### src/verilog/lcd_host_pkg.sv
`default_nettype none

package lcd_host_pkg;

  // interface mode codes, {if_sel_hi, if_sel_lo}
  localparam logic [1:0] MODE_I2C = 2'h0;
  localparam logic [1:0] MODE_CSI = 2'h1;
  localparam logic [1:0] MODE_P8  = 2'h2;
  localparam logic [1:0] MODE_P4  = 2'h3;

  // serial bit counter landmarks
  localparam logic [3:0] CNT_ZERO = 4'h0;
  localparam logic [3:0] CNT_BYTE = 4'h8;
  localparam logic [3:0] CNT_ACK  = 4'h9;

  // first byte field positions
  localparam int ID_MSB = 7;
  localparam int ID_LSB = 2;
  localparam int SEL_POS = 1;
  localparam int RW_POS = 0;

  // nibble resync: consecutive zero instruction nibbles
  localparam logic [1:0] ZERO_LAST = 2'h3;
  localparam logic [3:0] NIB_ZERO  = 4'h0;

  // pin synchroniser layout
  localparam int PIN_W   = 15;
  localparam int P_HI    = 14;
  localparam int P_LO    = 13;
  localparam int P_SCL   = 12;
  localparam int P_SDA   = 11;
  localparam int P_CSN   = 10;
  localparam int P_EN    = 9;
  localparam int P_SEL   = 8;

  // values after reset
  localparam logic [7:0]  BYTE_RST = 8'h00;
  localparam logic [PIN_W-1:0] PIN_RST = 15'h1c00;  // clock, data, select idle high
  localparam logic        BUSY_RST = 1'b1;

  typedef enum logic [3:0] {
    ST_IDLE = 4'h1,
    ST_ADDR = 4'h2,
    ST_DATA = 4'h4,
    ST_SKIP = 4'h8
  } ser_state_t;

endpackage

`default_nettype wire

### src/verilog/pin_sync.sv
`default_nettype none

module pin_sync #(
  parameter int                W   = 1,
  parameter logic [W-1:0]      RST = '0
) (
  input  wire logic         clk_in,
  input  wire logic         rstn_in,
  input  wire logic [W-1:0] d_in,
  output logic      [W-1:0] q_out
);

  logic [W-1:0] meta_reg;
  logic [W-1:0] q_reg;

  // two flip-flops, first stage read only by second
  always_ff @(posedge clk_in or negedge rstn_in)
  begin
    if (!rstn_in)
    begin
      meta_reg <= RST;
      q_reg    <= RST;
    end
    else
    begin
      meta_reg <= d_in;
      q_reg    <= meta_reg;
    end
  end

  assign q_out = q_reg;

endmodule

`default_nettype wire

### src/verilog/lcd_host_if.sv
`default_nettype none

// Summary of operation
// - straps pick I2C, serial, 8-bit, 4-bit
// - I2C is receive-only slave, never transmits
// - start/stop: SDA edge while SCL high
// - address upper six bits match strap identifier
// - address bit 1 selects instruction or RAM
// - matching address acked by open-drain low
// - ack each good byte; master resends others
// - matched transfer takes bytes until stop
// - chip select falling starts, rising ends
// - serial start byte must match identifier
// - seventh bit register select, eighth zero
// - serial bytes arrive most significant first
// - serial instruction dropped while still busy
// - 8-bit mode strobes whole bytes on enable
// - 4-bit mode: upper nibble then lower
// - four zero instruction nibbles resync order
// - timing follows operating clock; host matches
// - busy and refusing while reset held

module lcd_host_if (
  input  wire logic       clk_in,
  input  wire logic       rstn_in,
  input  wire logic       if_sel_hi_in,
  input  wire logic       if_sel_lo_in,
  input  wire logic       scl_in,
  input  wire logic       sda_in,
  output logic            sda_out,
  output logic            sda_oe_out,
  input  wire logic       cs_n_in,
  input  wire logic       en_in,
  input  wire logic       reg_select_bit_in,
  input  wire logic [7:0] db_in,
  input  wire logic       exec_busy_in,
  output logic            busy_flag_out,
  output logic            wr_valid_out,
  output logic            wr_sel_out,
  output logic [7:0]      wr_data_out
);

  logic [lcd_host_pkg::PIN_W-1:0] pin_raw;
  logic [lcd_host_pkg::PIN_W-1:0] pin_s;
  logic [1:0]                     mode;
  logic                           scl_s;
  logic                           sda_s;
  logic                           cs_s;
  logic                           en_s;
  logic                           sel_s;
  logic [7:0]                     db_s;
  logic [5:0]                     ident;

  // pins from the host pass two flip-flops first
  assign pin_raw = {if_sel_hi_in, if_sel_lo_in, scl_in, sda_in,
                    cs_n_in, en_in, reg_select_bit_in, db_in};

  pin_sync #(
    .W   (lcd_host_pkg::PIN_W),
    .RST (lcd_host_pkg::PIN_RST)
  ) u_sync (
    .clk_in  (clk_in),
    .rstn_in (rstn_in),
    .d_in    (pin_raw),
    .q_out   (pin_s)
  );

  // synchronised pin views
  assign mode  = {pin_s[lcd_host_pkg::P_HI], pin_s[lcd_host_pkg::P_LO]};
  assign scl_s = pin_s[lcd_host_pkg::P_SCL];
  assign sda_s = pin_s[lcd_host_pkg::P_SDA];
  assign cs_s  = pin_s[lcd_host_pkg::P_CSN];
  assign en_s  = pin_s[lcd_host_pkg::P_EN];
  assign sel_s = pin_s[lcd_host_pkg::P_SEL];
  assign db_s  = pin_s[7:0];
  assign ident = db_s[5:0];      // identifier straps share data pins

  // mode decode from straps
  logic is_i2c;
  logic is_csi;
  logic is_p8;
  logic is_p4;
  logic serial;

  assign is_i2c = (mode == lcd_host_pkg::MODE_I2C);
  assign is_csi = (mode == lcd_host_pkg::MODE_CSI);
  assign is_p8  = (mode == lcd_host_pkg::MODE_P8);
  assign is_p4  = (mode == lcd_host_pkg::MODE_P4);
  assign serial = is_i2c | is_csi;

  // previous pin levels for edge finding
  logic scl_d_reg;
  logic scl_d_next;
  logic sda_d_reg;
  logic sda_d_next;
  logic cs_d_reg;
  logic cs_d_next;
  logic en_d_reg;
  logic en_d_next;
  logic busy_reg;
  logic busy_next;

  always_comb
  begin
    scl_d_next = scl_s;
    sda_d_next = sda_s;
    cs_d_next  = cs_s;
    en_d_next  = en_s;
    busy_next  = exec_busy_in;
  end

  always_ff @(posedge clk_in or negedge rstn_in)
  begin
    if (!rstn_in)
    begin
      scl_d_reg <= 1'b1;                     // idle high, no false edge
      sda_d_reg <= 1'b1;
      cs_d_reg  <= 1'b1;
      en_d_reg  <= 1'b0;
      busy_reg  <= lcd_host_pkg::BUSY_RST;
    end
    else
    begin
      scl_d_reg <= scl_d_next;
      sda_d_reg <= sda_d_next;
      cs_d_reg  <= cs_d_next;
      en_d_reg  <= en_d_next;
      busy_reg  <= busy_next;
    end
  end

  // edge events
  logic scl_rise;
  logic scl_fall;
  logic start_i2c;
  logic stop_i2c;
  logic cs_fall;
  logic cs_rise;
  logic en_fall;

  assign scl_rise  = scl_s & ~scl_d_reg;
  assign scl_fall  = ~scl_s & scl_d_reg;
  assign start_i2c = is_i2c & scl_s & scl_d_reg & sda_d_reg & ~sda_s;
  assign stop_i2c  = is_i2c & scl_s & scl_d_reg & ~sda_d_reg & sda_s;
  assign cs_fall   = is_csi & cs_d_reg & ~cs_s;
  assign cs_rise   = is_csi & ~cs_d_reg & cs_s;
  assign en_fall   = en_d_reg & ~en_s;

  // serial receiver state
  lcd_host_pkg::ser_state_t state_reg;
  lcd_host_pkg::ser_state_t state_next;
  logic [3:0] cnt_reg;
  logic [3:0] cnt_next;
  logic [7:0] shift_reg;
  logic [7:0] shift_next;
  logic       sel_bit_reg;
  logic       sel_bit_next;
  logic       ack_reg;
  logic       ack_next;

  // nibble assembly state
  logic       nib_lo_reg;
  logic       nib_lo_next;
  logic [3:0] nib_reg;
  logic [3:0] nib_next;
  logic [1:0] zero_cnt_reg;
  logic [1:0] zero_cnt_next;

  // write port toward the decoder
  logic       valid_reg;
  logic       valid_next;
  logic       wrs_reg;
  logic       wrs_next;
  logic [7:0] wdata_reg;
  logic [7:0] wdata_next;

  logic byte_done;
  logic id_match;
  logic instr_drop;

  // i2c closes a byte at the eighth falling SCL, serial at once
  assign byte_done  = (cnt_reg == lcd_host_pkg::CNT_BYTE) & (is_csi | scl_fall);
  assign id_match   = (shift_reg[lcd_host_pkg::ID_MSB:lcd_host_pkg::ID_LSB] == ident)
                      & ~shift_reg[lcd_host_pkg::RW_POS];
  assign instr_drop = ~sel_bit_reg & busy_reg;

  // receive sequencing for serial and parallel modes
  always_comb
  begin
    state_next    = state_reg;
    cnt_next      = cnt_reg;
    shift_next    = shift_reg;
    sel_bit_next  = sel_bit_reg;
    ack_next      = ack_reg;
    nib_lo_next   = nib_lo_reg;
    nib_next      = nib_reg;
    zero_cnt_next = zero_cnt_reg;
    valid_next    = 1'b0;
    wrs_next      = wrs_reg;
    wdata_next    = wdata_reg;
    if (start_i2c || cs_fall)
    begin
      state_next = lcd_host_pkg::ST_ADDR;
      cnt_next   = lcd_host_pkg::CNT_ZERO;
      ack_next   = 1'b0;
    end
    else if (stop_i2c || cs_rise || !serial)
    begin
      state_next = lcd_host_pkg::ST_IDLE;
      cnt_next   = lcd_host_pkg::CNT_ZERO;
      ack_next   = 1'b0;
    end
    else
    begin
      unique case (state_reg)
        lcd_host_pkg::ST_IDLE:
        begin
          cnt_next = lcd_host_pkg::CNT_ZERO;
        end
        lcd_host_pkg::ST_ADDR,
        lcd_host_pkg::ST_DATA,
        lcd_host_pkg::ST_SKIP:
        begin
          // shift in msb first on rising clock
          if (scl_rise && cnt_reg < lcd_host_pkg::CNT_BYTE)
          begin
            shift_next = {shift_reg[6:0], sda_s};
            cnt_next   = cnt_reg + 4'h1;
          end
          // release the ack after the ninth clock
          if (scl_fall && cnt_reg == lcd_host_pkg::CNT_ACK)
          begin
            ack_next = 1'b0;
            cnt_next = lcd_host_pkg::CNT_ZERO;
          end
          if (byte_done)
          begin
            cnt_next = is_i2c ? lcd_host_pkg::CNT_ACK : lcd_host_pkg::CNT_ZERO;
            if (state_reg == lcd_host_pkg::ST_ADDR)
            begin
              if (id_match)
              begin
                sel_bit_next = shift_reg[lcd_host_pkg::SEL_POS];
                state_next  = lcd_host_pkg::ST_DATA;
                ack_next    = is_i2c;
              end
              else
              begin
                state_next = lcd_host_pkg::ST_SKIP;
              end
            end
            else if (state_reg == lcd_host_pkg::ST_DATA && !instr_drop)
            begin
              valid_next = 1'b1;
              wrs_next   = sel_bit_reg;
              wdata_next = shift_reg;
              ack_next   = is_i2c;
            end
          end
        end
      endcase
    end
    // whole byte on the enable strobe
    if (is_p8 && en_fall)
    begin
      valid_next = 1'b1;
      wrs_next   = sel_s;
      wdata_next = db_s;
    end
    // two nibbles on the upper data lines
    if (is_p4 && en_fall)
    begin
      if (!nib_lo_reg)
      begin
        nib_next    = db_s[7:4];
        nib_lo_next = 1'b1;
      end
      else
      begin
        valid_next  = 1'b1;
        wrs_next    = sel_s;
        wdata_next  = {nib_reg, db_s[7:4]};
        nib_lo_next = 1'b0;
      end
      if (!sel_s && db_s[7:4] == lcd_host_pkg::NIB_ZERO)
      begin
        if (zero_cnt_reg == lcd_host_pkg::ZERO_LAST)
        begin
          zero_cnt_next = 2'h0;
          nib_lo_next   = 1'b0;
        end
        else
        begin
          zero_cnt_next = zero_cnt_reg + 2'h1;
        end
      end
      else
      begin
        zero_cnt_next = 2'h0;
      end
    end
    if (!is_p4)
    begin
      nib_lo_next   = 1'b0;
      zero_cnt_next = 2'h0;
    end
  end

  // ack held off under reset
  always_ff @(posedge clk_in or negedge rstn_in)
  begin
    if (!rstn_in)
    begin
      state_reg    <= lcd_host_pkg::ST_IDLE;
      cnt_reg      <= lcd_host_pkg::CNT_ZERO;
      shift_reg    <= lcd_host_pkg::BYTE_RST;
      sel_bit_reg  <= 1'b0;
      ack_reg      <= 1'b0;
      nib_lo_reg   <= 1'b0;
      nib_reg      <= 4'h0;
      zero_cnt_reg <= 2'h0;
      valid_reg    <= 1'b0;
      wrs_reg      <= 1'b0;
      wdata_reg    <= lcd_host_pkg::BYTE_RST;
    end
    else
    begin
      state_reg    <= state_next;
      cnt_reg      <= cnt_next;
      shift_reg    <= shift_next;
      sel_bit_reg  <= sel_bit_next;
      ack_reg      <= ack_next;
      nib_lo_reg   <= nib_lo_next;
      nib_reg      <= nib_next;
      zero_cnt_reg <= zero_cnt_next;
      valid_reg    <= valid_next;
      wrs_reg      <= wrs_next;
      wdata_reg    <= wdata_next;
    end
  end

  // open-drain: only ever pulls low
  assign sda_out       = 1'b0;
  assign sda_oe_out    = ack_reg;
  assign busy_flag_out = busy_reg;
  assign wr_valid_out  = valid_reg;
  assign wr_sel_out    = wrs_reg;
  assign wr_data_out   = wdata_reg;
endmodule

`default_nettype wire

### config.mk
export PLATFORM = sky130hd
export DESIGN_NAME = lcd_host_if
export DESIGN_NICKNAME = d
export VERILOG_FILES = /design/src/verilog/lcd_host_pkg.sv /design/src/verilog/pin_sync.sv /design/src/verilog/lcd_host_if.sv
export SDC_FILE = /design/constraint.sdc
export NUM_CORES = 1
export LEC_CHECK = 0
export BUFFER_PORTS_ARGS = -buffer_cell sky130_fd_sc_hd__buf_2
export CAP_MARGIN = 20
export CORE_UTILIZATION = 57
export CTS_CLUSTER_SIZE = 12
export DETAILED_ROUTE_END_ITERATION = 7
export PLACE_DENSITY = 0.84
export SLEW_MARGIN = 20
export SYNTH_ARGS = -nofsm -noshare
export SYNTH_HDL_FRONTEND = slang
export SYNTH_SLANG_ARGS = --single-unit
### constraint.sdc
create_clock -name clk_in -period 2.35 [get_ports clk_in]
set_input_delay 0.1175 -clock clk_in [delete_from_list [all_inputs] [get_ports clk_in]]
set_output_delay 0.1175 -clock clk_in [all_outputs]
set_load 0.05 [all_outputs]
==> flow_metrics.py, run 1 <==
metrics = {
    "outcome": {
        "outcome": "complete, no violations",
    },
    "power": {
        "power.net_switching_mw": 0.6754,
        "swShare_pct": 25.28,
        "pwr_density_cell_nw_per_um2": 775.3,
        "power_frac_seq_pct": 50.5,
        "p_int_mw": 1.996,
        "power_mw": 2.672,
        "p_comb_share_pct": 11.8,
        "leakagePower_nw": 1.626,
        "power.share.clock_pct": 37.7,
        "ir_worst_vdd_v": 0.0006239,
    },
    "sta": {
        "grt_setup_unrepaired": "no",
        "fin_crit_sh_pct": 90.23,
        "fmax_mhz": 471.6,
        "fin_ws_ns": 0.2296,
        "tightest_slew_ns": 0.5855,
        "min_period_ns": 2.120,
        "finalSetupViolations": 0,
        "finalHoldViolations": 0,
        "maxSlewHeadroom_pct": 60.56,
        "drv_slew": 0,
        "fin_tns_setup_ns": 0,
        "clock_skew_ns": 0.008805,
    },
    "routing": {
        "drt-pass1-iter-count": 4,
        "wl_per_cell_um": 14.86,
        "routed_wirelength_um": 5140,
        "dr_total_vias": 1849,
        "ant_nets": 0,
        "drtIter0Drc": 85,
        "via_per_inst": 5.344,
        "drc": 0,
    },
    "floorplan": {
        "io_pins": 31,
        "rows": 25,
        "core_area_um2": 4723,
        "start_util_pct": 59.34,
        "fp.dieW_um": 72.12,
        "fp.dieArea_um2": 5201,
        "die_h_um": 72.12,
    },
    "logic_synthesis": {
        "seq_area_frac_synth_pct": 62.99,
        "synth-seq-cells": 70,
        "syn_area_um2": 2803,
        "yosysMostFrequentCell": "dfrtp_1",
        "async_reset_ff_share_pct": 100.0,
        "synth-xor-area-share_pct": 3.438,
        "yosys.area.top_type": "dfrtp_1",
        "synth_edf_count": 0,
        "yosys_warnings": 0,
        "synth_area_per_cell_um2": 13.04,
        "synthTopCellsByArea": "dfrtp_1 (53%), dfstp_2 (10%), mux2_2 (5.2%)",
        "synth_top_family_by_area": "simple AND/OR/NAND/NOR gates",
        "synth_ff_type": "dfrtp_1",
        "synth.distinct_cells": 42,
        "synthSimpleGateAreaFrac_pct": 11.43,
        "synth.area.mux_share_pct": 8.795,
        "synthAdderAreaFrac_pct": 1.786,
        "syn-instance-count": 215,
        "netlist.area_leader.share_pct": 52.68,
        "synth-compound-area-share_pct": 10.13,
        "synth_common_cells": "dfrtp_1 (59), o21ai_0 (15), mux2_2 (13), nand2_1 (13), dfstp_2 (11)",
        "synth_nets": 237,
    },
    "global_route": {
        "grt_overflow": 0,
        "antenna_found_initial": 0,
        "grt_max_degree": 60,
        "grt_usage_pct": 23.03,
        "grt_pass1_vias": 1900,
        "grt_pass1_wl_um": 8625,
    },
    "clocking": {
        "cts_tree": "done",
        "clock_sink_count": 70,
        "ctsLongestPathBuffers": 2,
        "clk_pin_slew_ns": 0.07,
        "ctsResizeCount": 0,
        "htreeDepth": 3,
        "root_buffer": "clkbuf_8",
        "worstSkewPairLatency_ns": 0.34,
        "numCtsBuffers": 9,
    },
    "job": {
        "cap_violations": 0,
    },
    "placed_design": {
        "gp_congestion": 0.7904,
        "dpl_cell_area_um2": 3068,
        "port_buffers": 29,
        "pre_cts_slack_ns": 0.3112,
        "hpwl_um": 3305,
    },
    "critical_path": {
        "critPathLaunchType": "register",
        "r2r_start": "state_reg[2]$_DFFE_PN0P_",
        "cp_num_buf_inv": 0,
        "crit_path_end_kind": "register",
        "cp.required_ns": 2.58,
        "setup.worst_path.class": "reg -> reg",
        "r2r_setup_slack_ns": 0.23,
        "cpPeakStageDelay_ns": 0.52,
        "r2r_cells": 5,
        "worst_path_max_delay_cell": "or4b_1",
        "rr_endpoint": "sel_bit_reg$_DFFE_PN0P_",
        "crit_family": "simple AND/OR/NAND/NOR gates",
        "critPathMaxFanout": 5,
        "worst_ep_arrival_time_ns": 2.35,
        "worstPathCellList": "or4b_1, a211oi_1, and3_1, nand2_1, mux2_2",
    },
    "final_layout": {
        "final_nets": 296,
        "synthToLayoutAreaGrowth_pct": 22.95,
        "post-route-util_pct": 72.95,
        "fillerInstances": 324,
        "diodes": 0,
        "final_layout_size_suffix_gt1_share_pct": 27.60,
        "final_cell_area_um2": 3446,
    },
    "min_path": {
        "hold_path.class": "in -> async",
    },
}
-- cells by family (layout without fill, tap and decap cells) --
family	count (synthesis)	in the layout
xor gates and xnor gates	11	11
DFF	70	70
other	1	1
buffers and inverters	8	72
muxes	23	23
and+or+nand+nor	56	56
AOI/OAI and AO/OA	42	42
adders and majority gates	4	4
-- power by group through the flow --
stage	logic [mW]	registers, mW	clock network [mW]
after detailed placement	0.293	1.37	0
final	0.314	1.35	1.01
after global routing	0.339	1.36	1.09
after CTS	0.316	1.35	1.04
after global placement	0.288	1.37	0
after floorplan	0.0886	1.47	0
-- metal layers --
layer	up-vias	track usage (%)	routed length, µm
met4	0	12.85	116
met2	67	36.66	2554
met3	12	6.528	291
met5	-	0	0
li1	886	-	-
met1	884	28.53	2177
-- cells in the final DEF, fill, tap and decap left out, types with 4 or more instances in the layout --
cell type	synthesis	layout
mux2i_1	10	10
nor3_1	7	7
dfrtp_1	59	59
o21ai_0	15	15
xor2_1	10	10
mux2_2	13	13
ha_1	4	4
clkbuf_8	0	9
nand2_1	13	13
buf_4	1	5
a22oi_1	9	9
a21oi_1	7	7
dfstp_2	11	11
nand2b_1	4	4
inv_1	4	4
nor2_1	10	10
dlygate4sd3_1	0	17
buf_2	2	29
-- through the flow --
| step | hold slack [ns] | std cells |
|---|---|---|
| after floorplan | -0.1781 | 215 |
| after global placement | 0.01770 | 313 |
| after detailed placement | 0.01509 | 313 |
| after CTS | 0.1752 | 346 |
| after global routing | 0.2067 | 346 |
| final | 0.1912 | 346 |
-- area by class of cell --
type                            count  area [µm²]  area share [%]
Clock buffer                       12       135.1           3.922
Clock inverter                      4       72.57           2.106
Tap cell                           67       83.83           2.433
Sequential cell                    70        1765           51.23
Inverter                            4       15.01          0.4357
Multi-Input combinational cell    137        1001           29.05
Timing Repair Buffer               52       372.9           10.82
-- timing repair --
| item | in CTS | in global routing |
|---|---|---|
| buffers inserted | 0 | 0 |
| endpoints found under the setup margin | 0 | 0 |
| endpoints found under the hold margin | 41 | 0 |
| hold buffers | 17 | 0 |
-- how the worst max path moves through the flow --
stage | startpoint | endpoint | slack, ns | depth (start not counted)
finish | state_reg[2]$_DFFE_PN0P_ | sel_bit_reg$_DFFE_PN0P_ | 0.23 | 5
global route | u_sync.q_out[13]$_DFF_PN0_ | shift_reg[0]$_DFFE_PN0P_ | 0.19 | 5
CTS | state_reg[2]$_DFFE_PN0P_ | sel_bit_reg$_DFFE_PN0P_ | 0.25 | 5
detailed placement | u_sync.q_out[13]$_DFF_PN0_ | wr_data_out[5]$_DFF_PN0_ | 0.31 | 7
global placement | u_sync.q_out[13]$_DFF_PN0_ | shift_reg[7]$_DFFE_PN0P_ | 0.39 | 5
floorplan | u_sync.q_out[13]$_DFF_PN0_ | shift_reg[0]$_DFFE_PN0P_ | 0.40 | 6
No activity file was read; power rests on OpenSTA's default activity.
==> run 2, diff against run 1 <==
Settings changed: ABC_AREA set to 1, CORE_UTILIZATION 57 to 58, CTS_CLUSTER_SIZE 12 to 10, PLACE_DENSITY 0.84 to 0.85, SETUP_SLACK_MARGIN set to 0.4.
==> run 2 against run 1 <==
  * Combinational power increased by 16%
  * Sequential power about the same
  * Clock-buffer cell count decreased by 1
  * Critical path depth increased by 6
  * Highest routed layer unchanged
==> flow_metrics.py, run 2 <==
metrics = {
    "critical_path": {
        "setup.worst_path.class": "reg -> reg",
        "rr_endpoint": "sel_bit_reg$_DFFE_PN0P_",
        "r2r_start": "cnt_reg[0]$_DFFE_PN0P_",
        "r2r_cells": 11,
        "crit_path_end_kind": "register",
        "worst_ep_arrival_time_ns": 1.98,
        "r2r_setup_slack_ns": 0.61,
        "critPathMaxFanout": 7,
        "critPathLaunchType": "register",
        "cp.required_ns": 2.59,
    },
    "logic_synthesis": {
        "synth_nets": 346,
        "synth_common_cells": "nand2_1 (68), dfrtp_1 (59), inv_1 (59), nand3_1 (24), nor2_1 (20)",
        "synth_ff_type": "dfrtp_1",
        "yosys.area.top_type": "dfrtp_1",
        "yosysMostFrequentCell": "nand2_1",
        "synth-compound-area-share_pct": 9.537,
        "synth_edf_count": 0,
        "yosys_warnings": 0,
        "syn-instance-count": 324,
        "synthAdderAreaFrac_pct": 1.637,
        "synth_area_per_cell_um2": 9.434,
        "synthTopCellsByArea": "dfrtp_1 (48%), dfstp_2 (9.5%), nand2_1 (8.4%)",
        "netlist.area_leader.share_pct": 48.30,
        "synth-seq-cells": 70,
        "synth-xor-area-share_pct": 0.5731,
        "synthSimpleGateAreaFrac_pct": 21.65,
        "synth.distinct_cells": 32,
        "async_reset_ff_share_pct": 100.0,
        "synth.area.mux_share_pct": 0,
        "synth_top_family_by_area": "simple AND/OR/NAND/NOR gates",
        "syn_area_um2": 3057,
        "seq_area_frac_synth_pct": 57.76,
    },
    "routing": {
        "drc": 0,
        "via_per_inst": 4.916,
        "drt-pass1-iter-count": 4,
        "routed_wirelength_um": 5555,
        "wl_per_cell_um": 12.29,
        "drtIter0Drc": 186,
        "ant_nets": 0,
        "dr_total_vias": 2222,
    },
    "final_layout": {
        "final_common_cell": "nand2_1",
        "diodes": 0,
        "final_cell_area_um2": 3615,
        "final_nets": 399,
        "post-route-util_pct": 71.23,
        "final_layout_size_suffix_gt1_share_pct": 21.47,
        "fillerInstances": 393,
        "final_cell_mix": "nand2_1 (68), inv_1 (59), dfrtp_1 (59)",
        "synthToLayoutAreaGrowth_pct": 18.26,
    },
    "power": {
        "power.net_switching_mw": 0.7499,
        "p_int_mw": 1.814,
        "pwr_density_cell_nw_per_um2": 709.3,
        "power_frac_seq_pct": 52.2,
        "ir_worst_vdd_v": 0.0006258,
        "swShare_pct": 29.25,
        "p_comb_share_pct": 14.2,
        "power_mw": 2.564,
        "power.share.clock_pct": 33.6,
        "leakagePower_nw": 1.882,
    },
    "clocking": {
        "clock_sink_count": 70,
        "cts_tree": "done",
        "clk_pin_slew_ns": 0.07,
        "numCtsBuffers": 9,
        "root_buffer": "clkbuf_8",
        "cts_setup_buffers": 0,
        "htreeDepth": 3,
        "worstSkewPairLatency_ns": 0.34,
        "ctsResizeCount": 0,
        "postCtsHoldBufs": 17,
        "ctsLongestPathBuffers": 2,
    },
    "placed_design": {
        "gp_congestion": 0.8041,
        "hpwl_um": 3822,
        "port_buffers": 29,
        "dpl_cell_area_um2": 3269,
    },
    "job": {
        "cap_violations": 0,
    },
    "global_route": {
        "grt_pass1_vias": 2053,
        "grt_usage_pct": 22.71,
        "grt_pass1_wl_um": 8928,
        "grt_overflow": 0,
        "grt_max_degree": 43,
        "antenna_found_initial": 0,
    },
    "floorplan": {
        "core_area_um2": 5075,
        "rows": 26,
        "die_h_um": 74.60,
        "fp.dieW_um": 74.60,
        "io_pins": 31,
        "fp.dieArea_um2": 5564,
        "start_util_pct": 60.23,
    },
    "sta": {
        "maxSlewHeadroom_pct": 56.30,
        "min_period_ns": 1.738,
        "finalSetupViolations": 0,
        "finalHoldViolations": 0,
        "tightest_slew_ns": 0.6556,
        "fin_crit_sh_pct": 73.94,
        "clock_skew_ns": 0.006362,
        "grt_setup_unrepaired": "no",
        "fin_tns_setup_ns": 0,
        "drv_slew": 0,
        "fmax_mhz": 575.5,
    },
    "min_path": {
        "hold_path.class": "in -> async",
    },
    "outcome": {
        "outcome": "complete, no violations",
    },
}
-- run 2: routing by layer --
layer	wire length (µm)	GRT usage [%]
met4	87	11.74
met2	2668	35.84
met3	243	6.233
met1	2555	28.87
met5	0	0
-- run 2: critical path: stages (launching register included) --
cell and delay, ns:
dfrtp_1 0.42, inv_1 0.09, ha_1 0.14, inv_1 0.06, nor2_4 0.13, nand2_4 0.10
nor2_1 0.21, nand3_1 0.16, inv_1 0.13, nand2_1 0.09, nand2_1 0.07, nand2_1 0.04
-- run 2: power by group through the flow --
stage	registers, mW	logic, mW	clock network, mW
2_1_floorplan	1.47	0.124	0
4_1_cts	1.34	0.366	0.880
3_3_place_gp	1.36	0.339	0
5_1_grt	1.35	0.400	0.932
3_5_place_dp	1.36	0.344	0
6_report	1.34	0.365	0.861
-- run 2: cell type report --
class                   count  area [µm²]  area share (%)
multi-input cells         189        1025           28.35
inverters                  60       226.5           6.265
flip-flops and latches     70        1765           48.84
clock inverters             5       33.78          0.9346
clock buffers              11       141.4           3.911
well taps                  70       87.58           2.423
repair buffers             47       335.3           9.277
-- run 2: cell families (layout without fill, tap and decap cells) --
family,count (synthesis),after routing
AND/OR/NAND/NOR,135,135
flip-flops,70,70
buffers and inverters,65,123
AO/OA/AOI/OAI,47,47
adder cells (fa/ha/maj),4,4
XOR/XNOR,2,2
other,1,1
-- run 2: through the flow --
stage	std cells	setup slack [ns]	hold slack, ns
6_report	452	0.6123	0.3349
5_1_grt	452	0.4648	0.3578
4_1_cts	452	0.6209	0.3415
3_5_place_dp	419	0.6621	0.1796
3_3_place_gp	419	0.7643	0.1700
2_1_floorplan	324	0.7914	-0.1781
-- run 2: how the worst max path moves through the flow --
stage,startpoint,end,slack [ns]
3_5_place_dp,cnt_reg[0]$_DFFE_PN0P_,sel_bit_reg$_DFFE_PN0P_,0.66
3_3_place_gp,cnt_reg[0]$_DFFE_PN0P_,wr_data_out[1]$_DFF_PN0_,0.76
4_1_cts,cnt_reg[0]$_DFFE_PN0P_,sel_bit_reg$_DFFE_PN0P_,0.62
5_1_grt,cnt_reg[0]$_DFFE_PN0P_,sel_bit_reg$_DFFE_PN0P_,0.46
2_1_floorplan,cnt_reg[0]$_DFFE_PN0P_,wr_data_out[2]$_DFF_PN0_,0.79
6_report,cnt_reg[0]$_DFFE_PN0P_,sel_bit_reg$_DFFE_PN0P_,0.61
